$ cat config.mk
export PLATFORM = sky130hd
export DESIGN_NAME = sem_mux
export DESIGN_NICKNAME = d
export VERILOG_FILES = /design/src/core/sem_pkg.sv /design/src/core/sem_mux.sv
export SDC_FILE = /design/constraint.sdc
export NUM_CORES = 1
export LEC_CHECK = 0
export ABC_AREA = 0
export CORE_UTILIZATION = 60
export DETAILED_ROUTE_END_ITERATION = 6
export DONT_BUFFER_PORTS = 1
export GPL_TIMING_DRIVEN = 1
export PLACE_DENSITY = 0.76
export SYNTH_ARGS = -nofsm -noshare
export SYNTH_HDL_FRONTEND = slang
export SYNTH_SLANG_ARGS = --single-unit
export TNS_END_PERCENT = 1
$ cat constraint.sdc
create_clock -name mclk -period 7.2 [get_ports mclk]
set_input_delay 0.36 -clock mclk [delete_from_list [all_inputs] [get_ports mclk]]
set_output_delay 0.36 -clock mclk [all_outputs]
set_load 0.03 [all_outputs]
$ cat src/core/sem_pkg.sv
package sem_pkg;

    // ------------------------------------------------------------
    // Sizes of the two-stage tree
    // ------------------------------------------------------------
    localparam int SEM_N_DB = 8;            // Detector boards served
    localparam int SEM_N_STAGE = 2;         // Input-stage multiplexers
    localparam int SEM_DB_PER_STAGE = 4;    // Boards behind each stage
    localparam int SEM_EVT_W = 16;          // Event data lines
    localparam int SEM_CTRL_W = 4;          // Control lines
    localparam int SEM_PROG_W = 4;          // Programming lines
    localparam int SEM_USER_W = 8;          // User lines on the bus
    localparam int SEM_XLINK_W = 16;        // Stage to stage, each way

    // ------------------------------------------------------------
    // Per-frame limits and reset values
    // ------------------------------------------------------------
    localparam logic [4:0] SEM_ACC_MAX = 5'h10;   // Accepted per frame
    localparam logic [2:0] SEM_FWD_MAX = 3'h4;    // Forwarded per frame
    localparam logic [4:0] SEM_ACC_RST = 5'h00;
    localparam logic [2:0] SEM_FWD_RST = 3'h0;
    localparam logic [1:0] SEM_PTR_RST = 2'h0;
    localparam logic [15:0] SEM_RATE_RST = 16'h0000;
    localparam logic [2:0] SEM_SYNC_RST = 3'h0;

    // ------------------------------------------------------------
    // One event word as it travels on the board bus
    // ------------------------------------------------------------
    typedef struct packed {
        logic valid;
        logic diag;
        logic [SEM_EVT_W-1:0] data;
    } sem_evt_t;

    localparam sem_evt_t SEM_EVT_IDLE = '{valid: 1'b0, diag: 1'b0,
                                          data: 16'h0000};

endpackage : sem_pkg

$ cat src/core/sem_mux.sv
`timescale 1ns/10ps

// Function
// - Each input stage accepts up to 16 events per frame, forwards up to 4.
// - Drop choice rotates across inputs so loss is unbiased.
// - Control traffic fans out to boards and replies fan back in.
// - Link carries clock, boundary, control, programming, event and user lines.
// - The two input stages exchange 16 lines in each direction.
// - Events are collected from up to 8 detector boards.
// - Main stage merges both input stages towards the coincidence interface.
// - Output to slot 8 uses the same bus format as the boards.
// - Main stage can insert rate words into the outgoing stream.
module sem_mux
    import sem_pkg::*;
(
    input wire logic mclk,
    input wire logic rst_n,
    input wire logic bus_clk,
    input wire logic tsb_in,
    input wire sem_evt_t db_evt [SEM_N_DB],
    input wire logic [SEM_N_DB-1:0] db_reply,
    input wire logic [SEM_CTRL_W-1:0] ctrl_dn,
    input wire logic [SEM_PROG_W-1:0] prog_dn,
    input wire logic [SEM_USER_W-1:0] user_dn,
    input wire logic [SEM_XLINK_W-1:0] xl_tx [SEM_N_STAGE],
    input wire logic diag_en,
    output logic db_clk_q,
    output logic db_tsb_q,
    output logic [SEM_CTRL_W-1:0] db_ctrl_q,
    output logic [SEM_PROG_W-1:0] db_prog_q,
    output logic [SEM_N_STAGE-1:0] reply_up_q,
    output logic [SEM_XLINK_W-1:0] xl_rx_q [SEM_N_STAGE],
    output logic ci_clk_q,
    output logic ci_tsb_q,
    output sem_evt_t ci_evt_q,
    output logic [SEM_USER_W-1:0] ci_user_q
);

    // ------------------------------------------------------------
    // Round-robin pick among the four boards of one stage
    // ------------------------------------------------------------
    function automatic logic [2:0] rr_pick(input logic [3:0] req,
                                           input logic [1:0] ptr);
        logic [1:0] idx;
        rr_pick = 3'h0;
        for (int k = 3; k >= 0; k--) begin
            idx = ptr + k[1:0];
            if (req[idx]) begin
                rr_pick = {1'b1, idx};
            end
        end
    endfunction : rr_pick

    // ------------------------------------------------------------
    // Pin synchronisers for bus clock and boundary
    // ------------------------------------------------------------
    logic [2:0] clk_s_q, clk_s_d, tsb_s_q, tsb_s_d;
    logic clk_lvl_q, clk_lvl_d, tsb_lvl_q, tsb_lvl_d;
    logic tsb_rise;

    // A change counts only once stages two and three agree
    always_comb begin
        clk_s_d = {clk_s_q[1:0], bus_clk};
        tsb_s_d = {tsb_s_q[1:0], tsb_in};
        clk_lvl_d = (clk_s_q[1] == clk_s_q[2]) ? clk_s_q[2] : clk_lvl_q;
        tsb_lvl_d = (tsb_s_q[1] == tsb_s_q[2]) ? tsb_s_q[2] : tsb_lvl_q;
        tsb_rise = tsb_lvl_d & ~tsb_lvl_q;  // Frame start
    end

    always_ff @(posedge mclk or negedge rst_n) begin
        if (!rst_n) begin
            clk_s_q <= SEM_SYNC_RST;
            tsb_s_q <= SEM_SYNC_RST;
            clk_lvl_q <= 1'b0;
            tsb_lvl_q <= 1'b0;
        end else begin
            clk_s_q <= clk_s_d;
            tsb_s_q <= tsb_s_d;
            clk_lvl_q <= clk_lvl_d;
            tsb_lvl_q <= tsb_lvl_d;
        end
    end

    // ------------------------------------------------------------
    // Pass-through lines: clock, boundary, control, programming
    // ------------------------------------------------------------
    always_ff @(posedge mclk or negedge rst_n) begin
        if (!rst_n) begin
            db_clk_q <= 1'b0;
            db_tsb_q <= 1'b0;
            ci_clk_q <= 1'b0;
            ci_tsb_q <= 1'b0;
            db_ctrl_q <= '0;
            db_prog_q <= '0;
            ci_user_q <= '0;
            reply_up_q <= '0;
        end else begin
            db_clk_q <= clk_lvl_q;
            db_tsb_q <= tsb_lvl_q;
            ci_clk_q <= clk_lvl_q;
            ci_tsb_q <= tsb_lvl_q;
            db_ctrl_q <= ctrl_dn;                  // Fan-out to all
            db_prog_q <= prog_dn;
            ci_user_q <= user_dn;
            reply_up_q <= {|db_reply[7:4], |db_reply[3:0]}; // Fan
        end
    end

    // ------------------------------------------------------------
    // Input stages: accept, cap and hold one word for the main stage
    // ------------------------------------------------------------
    logic [4:0] acc_q [SEM_N_STAGE];
    logic [2:0] fwd_q [SEM_N_STAGE];
    logic [1:0] ptr_q [SEM_N_STAGE];
    sem_evt_t hold_q [SEM_N_STAGE];
    logic [SEM_N_STAGE-1:0] take;
    logic [SEM_N_STAGE-1:0] drop_seen;

    for (genvar s = 0; s < SEM_N_STAGE; s++) begin : g_stage
        logic [3:0] req;
        logic [2:0] pick;
        logic [4:0] acc_d;
        logic [2:0] fwd_d;
        logic [1:0] ptr_d;
        sem_evt_t hold_d;
        logic [SEM_XLINK_W-1:0] xl_d;

        // Only one board per cycle is taken; pointer moves past it
        always_comb begin
            for (int b = 0; b < SEM_DB_PER_STAGE; b++) begin
                req[b] = db_evt[s*SEM_DB_PER_STAGE + b].valid;
            end
            pick = rr_pick(req, ptr_q[s]);
            acc_d = acc_q[s];
            fwd_d = fwd_q[s];
            ptr_d = ptr_q[s];
            hold_d = take[s] ? SEM_EVT_IDLE : hold_q[s];
            drop_seen[s] = 1'b0;
            xl_d = xl_tx[SEM_N_STAGE-1-s];
            if (tsb_rise) begin
                acc_d = SEM_ACC_RST;
                fwd_d = SEM_FWD_RST;
                ptr_d = ptr_q[s] + 2'h1;  // New frame, new favourite
            end else if (pick[2] && acc_q[s] < SEM_ACC_MAX) begin
                acc_d = acc_q[s] + 5'h1;
                ptr_d = pick[1:0] + 2'h1;
                if (fwd_q[s] < SEM_FWD_MAX && !hold_d.valid) begin
                    hold_d = db_evt[s*SEM_DB_PER_STAGE + 32'(pick[1:0])];
                    hold_d.diag = 1'b0;
                    fwd_d = fwd_q[s] + 3'h1;
                end else begin
                    drop_seen[s] = 1'b1;
                end
            end
        end

        always_ff @(posedge mclk or negedge rst_n) begin
            if (!rst_n) begin
                acc_q[s] <= SEM_ACC_RST;
                fwd_q[s] <= SEM_FWD_RST;
                ptr_q[s] <= SEM_PTR_RST;
                hold_q[s] <= SEM_EVT_IDLE;
                xl_rx_q[s] <= '0;
            end else begin
                acc_q[s] <= acc_d;
                fwd_q[s] <= fwd_d;
                ptr_q[s] <= ptr_d;
                hold_q[s] <= hold_d;
                xl_rx_q[s] <= xl_d;
            end
        end

        a_fwd_cap: assert property (@(posedge mclk)
            disable iff (!rst_n)
            fwd_q[s] <= SEM_FWD_MAX)
            else $error("more than four events forwarded in a frame");
        a_acc_cap: assert property (@(posedge mclk)
            disable iff (!rst_n)
            acc_q[s] <= SEM_ACC_MAX)
            else $error("more than sixteen events accepted in a frame");
        a_frame_restart: assert property (@(posedge mclk)
            disable iff (!rst_n)
            tsb_rise |=> acc_q[s] == SEM_ACC_RST && fwd_q[s] == SEM_FWD_RST)
            else $error("frame counters did not restart at boundary");
        a_rr_rotate: assert property (@(posedge mclk)
            disable iff (!rst_n)
            tsb_rise |=> ptr_q[s] == $past(ptr_q[s]) + 2'h1)
            else $error("priority did not rotate at frame start");
        a_hold_kept: assert property (@(posedge mclk)
            disable iff (!rst_n)
            hold_q[s].valid && !take[s] |=> hold_q[s] == $past(hold_q[s]))
            else $error("held event lost before main stage took it");
        a_xlink_pass: assert property (@(posedge mclk)
            disable iff (!rst_n)
            ##1 xl_rx_q[s] == $past(xl_tx[SEM_N_STAGE-1-s]))
            else $error("stage cross link did not carry peer data");
    end

    // ------------------------------------------------------------
    // Main stage: merge both holds, insert rate words at frame start
    // ------------------------------------------------------------
    logic mrr_q, mrr_d;
    logic pend_q, pend_d;
    logic [15:0] rate_q, rate_d, snap_q, snap_d;
    sem_evt_t out_d;

    // Rate word wins over events; it is rare and events can wait
    always_comb begin
        take = '0;
        out_d = SEM_EVT_IDLE;
        mrr_d = mrr_q;
        pend_d = pend_q;
        snap_d = snap_q;
        if (pend_q && diag_en) begin
            out_d = '{valid: 1'b1, diag: 1'b1, data: snap_q};
            pend_d = 1'b0;
        end else if (hold_q[mrr_q].valid) begin
            take[mrr_q] = 1'b1;
            out_d = hold_q[mrr_q];
            mrr_d = ~mrr_q;
        end else if (hold_q[~mrr_q].valid) begin
            take[~mrr_q] = 1'b1;
            out_d = hold_q[~mrr_q];
        end
        rate_d = rate_q + {15'h0000, out_d.valid & ~out_d.diag};
        if (tsb_rise) begin
            snap_d = rate_q;
            pend_d = 1'b1;
            rate_d = {15'h0000, out_d.valid & ~out_d.diag};
        end
    end

    always_ff @(posedge mclk or negedge rst_n) begin
        if (!rst_n) begin
            mrr_q <= 1'b0;
            pend_q <= 1'b0;
            rate_q <= SEM_RATE_RST;
            snap_q <= SEM_RATE_RST;
            ci_evt_q <= SEM_EVT_IDLE;
        end else begin
            mrr_q <= mrr_d;
            pend_q <= pend_d;
            rate_q <= rate_d;
            snap_q <= snap_d;
            ci_evt_q <= out_d;                     // Same bus format
        end
    end

    a_out_source: assert property (@(posedge mclk) disable iff (!rst_n)
        ci_evt_q.valid && !ci_evt_q.diag
            |-> $past(hold_q[0].valid || hold_q[1].valid))
        else $error("event output without a held source word");
    a_diag_insert: assert property (@(posedge mclk)
        disable iff (!rst_n)
        tsb_rise && diag_en ##1 diag_en |=> ci_evt_q.valid && ci_evt_q.diag)
        else $error("rate word not inserted after frame start");
    a_ctrl_fanout: assert property (@(posedge mclk)
        disable iff (!rst_n)
        $changed(ctrl_dn) |=> db_ctrl_q == $past(ctrl_dn))
        else $error("control lines not fanned out to boards");

    c_diag_word: cover property (@(posedge mclk) disable iff (!rst_n)
        ci_evt_q.valid && ci_evt_q.diag);
    c_drop: cover property (@(posedge mclk) disable iff (!rst_n)
        |drop_seen);
    c_both_hold: cover property (@(posedge mclk) disable iff (!rst_n)
        hold_q[0].valid && hold_q[1].valid);

endmodule : sem_mux

Yosys cells after proc, flatten, opt, wreduce, memory -nomap -nowiden --
Cells that the tools add are included.
Storage, ports and cells: logic and storage cells 168, bits in registers 168
Operators by class: bitwise operators 10, reductions and logical operators 19, mux-type cells 72, equality and inequality tests 2, add/sub/neg operators 14, magnitude comparators 20
Operators by type and width (count):
- 2-to-1 mux 18 bit | 21
- binary-select mux 18 bit (select 3 bit) | 2
- greater-or-equal comparator 33 x 4 -> 1 bit, second input constant | 2
- 2-to-1 mux 3 bit | 14
- NOT 2 -> 33 bit | 1
- NOT 4 -> 33 bit | 1
- < comparator 2 x 3 -> 1 bit, second input constant | 8
- 2-to-1 mux 5 bit | 4
- adder 16 x 1 -> 16 bit | 1
- binary-select mux 1 bit (select 2 bit) | 8
- 2-to-1 mux 16 bit | 1
- 2-to-1 mux 2 bit | 7
- 2-to-1 mux 1 bit | 13
- adder 5 x 1 -> 5 bit, second input constant | 2
- < comparator 5 bit, second input constant | 2
- nonzero test 2 bit | 5
- adder 2 x 1 -> 2 bit, second input constant | 4
- adder 2 bit, second input constant | 4
- OR reduction 4 bit | 2
- logical AND 1 bit | 7
- adder 3 x 1 -> 3 bit, second input constant | 2
- < comparator 3 bit, second input constant | 2
- AND reduction 2 bit | 3
- adder 3 x 2 -> 4 bit, first input constant | 1
- 9 further kinds | 20

Logic depth before layout (Yosys ltp) --
depth in word-level cells 15, gate-level depth with buffers 11, mapped depth without buffers 10

Least setup slack after synthesis --
OpenSTA, ideal clock, no wires.
kind register -> register, start reg hold_q[35] (netlist name), end reg rate_q[13], stages on the path, launching flop included 12, data arrival time 2.268 ns, setup slack 4.800 ns, cell sequence dfrtp_1 -> nand2b_1 -> and2_1 -> clkbuf_1 -> a22oi_1 -> nor2_1 -> ha_1 -> inv_1 -> nor4_1 -> nand3_1 -> xor2_1 -> nor2_1
Between the ends: longest elaborated chain between the ends 10, elaborated cells on any way between the ends 13, classes of those cells add/sub: 1; mux: 10; bitwise: 2
RTL lines:
- start, declared | RTL line sem_mux.sv:115 | sem_evt_t hold_q [SEM_N_STAGE];
- start signal, assigned by index | RTL line sem_mux.sv:168 | hold_q[s] <= hold_d;
- 2-to-1 mux 18 bit (implied by the code) (3 in series) | RTL line sem_mux.sv:221, sem_mux.sv:223
- 2-to-1 mux 18 bit | RTL line sem_mux.sv:221 | end else if (hold_q[~mrr_q].valid) begin
- 2-to-1 mux 18 bit (*) | RTL line sem_mux.sv:217 | end else if (hold_q[mrr_q].valid) begin
- 2-to-1 mux 18 bit (*) | RTL line sem_mux.sv:214 | if (pend_q && diag_en) begin
- NOT 1 bit | RTL line sem_mux.sv:225 | rate_d = rate_q + {15'h0000, out_d.valid & ~out_d.diag};
- AND 1 bit (*) | RTL line sem_mux.sv:225
- adder 16 x 1 -> 16 bit (*) | RTL line sem_mux.sv:225
- 2-to-1 mux 16 bit (*) | RTL line sem_mux.sv:226 | if (tsb_rise) begin
- via rate_d[13] | RTL line sem_mux.sv:204 | logic [15:0] rate_q, rate_d, snap_q, snap_d;
- end signal, assigned | RTL line sem_mux.sv:243 | rate_q <= rate_d;
- end, declared | RTL line sem_mux.sv:204
Mark *: on every way through the listed nets, which the timed path passes. The rest lies on a longest branch. The select of a mux whose other input is x is not followed. A chain may end at the register's enable or synchronous reset.

Worst setup path in the final report --
Same ends and word-level chain as after synthesis.

==> metrics.yaml <==
route:
  drc: 22
  wl_per_cell_um: 20.69
  drtIter0Drc: 488
  drt-total-wl_um: 16660
  drt_pass1_iterations: 7
  num_vias: 4962
  drtAntennaViolNets: 0
  vias_per_cell: 6.164
synthesis:
  synth_seq_area_share_pct: 58.12
  synthTopCellsByCount: "dfrtp_1 (168), nand2_1 (90), nor2_1 (71), mux2i_1 (68), o221ai_1 (21)"
  synth_xor_area_share_pct: 3.027
  synth-edff-count: 0
  synth_nets: 822
  synth_area_leader_cell: "dfrtp_1"
  synthesis.area_um2: 7233
  synth-simple-area-share_pct: 14.08
  synthTopCellsByArea: "dfrtp_1 (58%), mux2i_1 (9.4%), nand2_1 (4.7%)"
  synthFlopType: "dfrtp_1"
  synth-adder-area-share_pct: 1.315
  synth_top_family_by_area: "simple AND/OR/NAND/NOR gates"
  ys_types: 59
  yosysTopAreaCellShare_pct: 58.12
  synth-compound-area-share_pct: 10.24
  synth.most_common_cell: "dfrtp_1"
  yosysWarnings: 0
  synth_area_per_cell_um2: 11.84
  netlist_instances: 611
  synthArstFlopShare_pct: 100.0
  ys_ff_latch: 168
  synth_mux_area_share_pct: 9.410
layout:
  drive_above_1_share_pct: 9.215
  antennaDiodeCount: 0
  final_util_pct: 72.22
  fin_cells: 805
  final_area_um2: 8352
  finalNetCount: 860
  synthToLayoutAreaGrowth_pct: 15.46
clock_network:
  clockBufferDepth: 2
  clk_latency_ps: 430
  cts_tree: "built"
  cts_root_buf: "clkbuf_16"
  cts_sinks: 168
  htreeDepth: 4
  clkTransAtPathRegs_ps: 60
  cts_setup_buffers: 0
  cts_hold_buf: 52
  cts_resized: 0
  cts_made_buffers: 17
sta:
  setup_ws_ps: 4200
  period_minus_slack_ps: 3000
  fmax_mhz: 333.3
  worstMarginPinSlew_ps: 944.9
  period_share_pct: 41.67
  rsz0062_at_grt: "no"
  final_max_slew_viol_count: 0
  finalSetupViolations: 0
  maxSlewHeadroom_pct: 37.01
  clock_skew_ps: 7.922
  hold_viol: 0
  fin_setup_tns_ps: 0
flow_run:
  cap_viol_max_count: 0
placed_design:
  pre_cts_slack_ps: 4250
  placedCellCount: 721
  routabilityCongestion: 0.8807
  io_buffers: 0
  dp_hpwl_um: 10880
  placed_area_um2: 7204
floorplan:
  io_pins: 277
  fp.dieH_um: 111.8
  die-width_um: 111.8
  fp-row-count: 39
  coreArea_um2: 11560
  initial_core_util_pct: 62.54
  die_area_um2: 12500
grt:
  grt_pass1_wl_um: 26390
  grt_max_degree: 169
  grt_remaining_overflow: 0
  grt_use_total_pct: 28.40
  antenna_found_initial: 0
  grt_pass1_vias: 5152
worst_setup_path:
  worst-endpoint-required_ps: 7480
  cp_slowest_stage_delay_ps: 640
  cp-end-kind: "register"
  worstPathArrival_ps: 3280
  cp-start-kind: "register"
  crit_chain: "nand2b_1 > and2_1 > a22oi_1 > nor2_1 > ha_1 > inv_1 > nor4_1 > nand3_1 > xor2_1 > nor2_1"
  slowest_stage: "and2_1"
  path_common_cell: "nor2_1"
  worstSetupPathType: "register to register"
  crit_fanout: 19
outcome:
  status: "finished with violations"
  failed_checks: "DRC"
pwr:
  power_leakage_nw: 3.952
  power_density_nw_per_um2: 411.7
  vdd_drop_max_uv: 220.3
worst_hold_path:
  hold_class: "primary input to register"
[cells by family after synthesis]
group	after synthesis
simple gates	215
mux	68
buf+inv	45
xor+xnor	25
compound gates	82
fa+ha+maj	8
flops	168
[worst max-delay path, delay by kind of cell, from the launching register on]
kind | cells | cell delay (ps)
buf+inv | 1 | 70
simple gates | 6 | 1710
flops | 1 | 440
fa+ha+maj | 1 | 230
compound gates | 1 | 240
xor+xnor | 1 | 160
[final timing paths]
kind / slack (ps) / cells past startpoint / from / endpoint
min in group asynchronous: 620 / 2 / rst_n / db_ctrl_q[1]$_DFF_PN0_
worst max-delay path: 4200 / 10 / hold_q[35]$_DFF_PN0_ / rate_q[13]$_DFF_PN0_
worst min register to register: 350 / 0 / clk_s_q[0]$_DFF_PN0_ / clk_s_q[1]$_DFF_PN0_
max in group asynchronous: 5960 / 2 / rst_n / rate_q[3]$_DFF_PN0_
worst max register to register: 4200 / 10 / hold_q[35]$_DFF_PN0_ / rate_q[13]$_DFF_PN0_
worst min-delay path: 30 / 1 / db_reply[6] / reply_up_q[1]$_DFF_PN0_
[state kept, by name, summed over array words and instances (netlist names), 2 cells and up]
name / count
hold_q: 36
tsb_s_q: 3
fwd_q: 6
ci_user_q: 8
db_prog_q: 4
clk_s_q: 3
snap_q: 16
ptr_q: 4
db_ctrl_q: 4
acc_q: 10
rate_q: 16
xl_rx_q: 32
reply_up_q: 2
ci_evt_q: 18
[metrics by stage]
| step | hold slack (ps) | total power, W |
|---|---|---|
| 6_report | 31.31 | 0.003439 |
| 3_5_place_dp | 66.51 | 0.002460 |
| 4_1_cts | 20.71 | 0.003440 |
| 3_3_place_gp | 66.96 | 0.002409 |
| 2_1_floorplan | 64.41 | 0.002308 |
| 5_1_grt | 17.48 | 0.003639 |
[cells in the final DEF, fill, tap and decap left out, types with 4 or more instances in the layout]
master / count
a21oi_1: 7
dfrtp_1: 168
ha_1: 6
dlygate4sd3_1: 51
nand4_1: 5
nand2_1: 90
nand3_1: 13
o221ai_1: 21
a31oi_1: 4
a221oi_1: 16
clkbuf_16: 17
and2_1: 6
nor2_1: 71
mux2i_1: 68
o221ai_2: 11
inv_6: 6
xor2_1: 17
o21ai_0: 4
xnor2_1: 8
inv_1: 9
[where the power goes]
part           switching, W  total, W  internal (W)
sequential         0.000305   0.00148       0.00117
combinational      0.000572   0.00102      0.000446
clock              0.000381  0.000942      0.000561
[final cells by class]
class / instances / area (µm²)
Sequential cell: 168 / 4204
Inverter: 10 / 37.54
Tap cell: 143 / 178.9
Fill cell: 805 / 3213
Clock inverter: 12 / 162.7
Timing Repair Buffer: 54 / 553.0
Clock buffer: 20 / 446.7
Multi-Input combinational cell: 398 / 2769
[routing by layer]
| layer | vias up | wire length, µm | track usage (%) |
|---|---|---|---|
| li1 | 2226 | - | - |
| met1 | 2490 | 5887 | 31.05 |
| met2 | 199 | 8959 | 49.07 |
| met3 | 47 | 1028 | 7.567 |
| met4 | 0 | 779 | 18.11 |
| met5 | - | 0 | 0 |
Power figures use the tool's default switching activity.
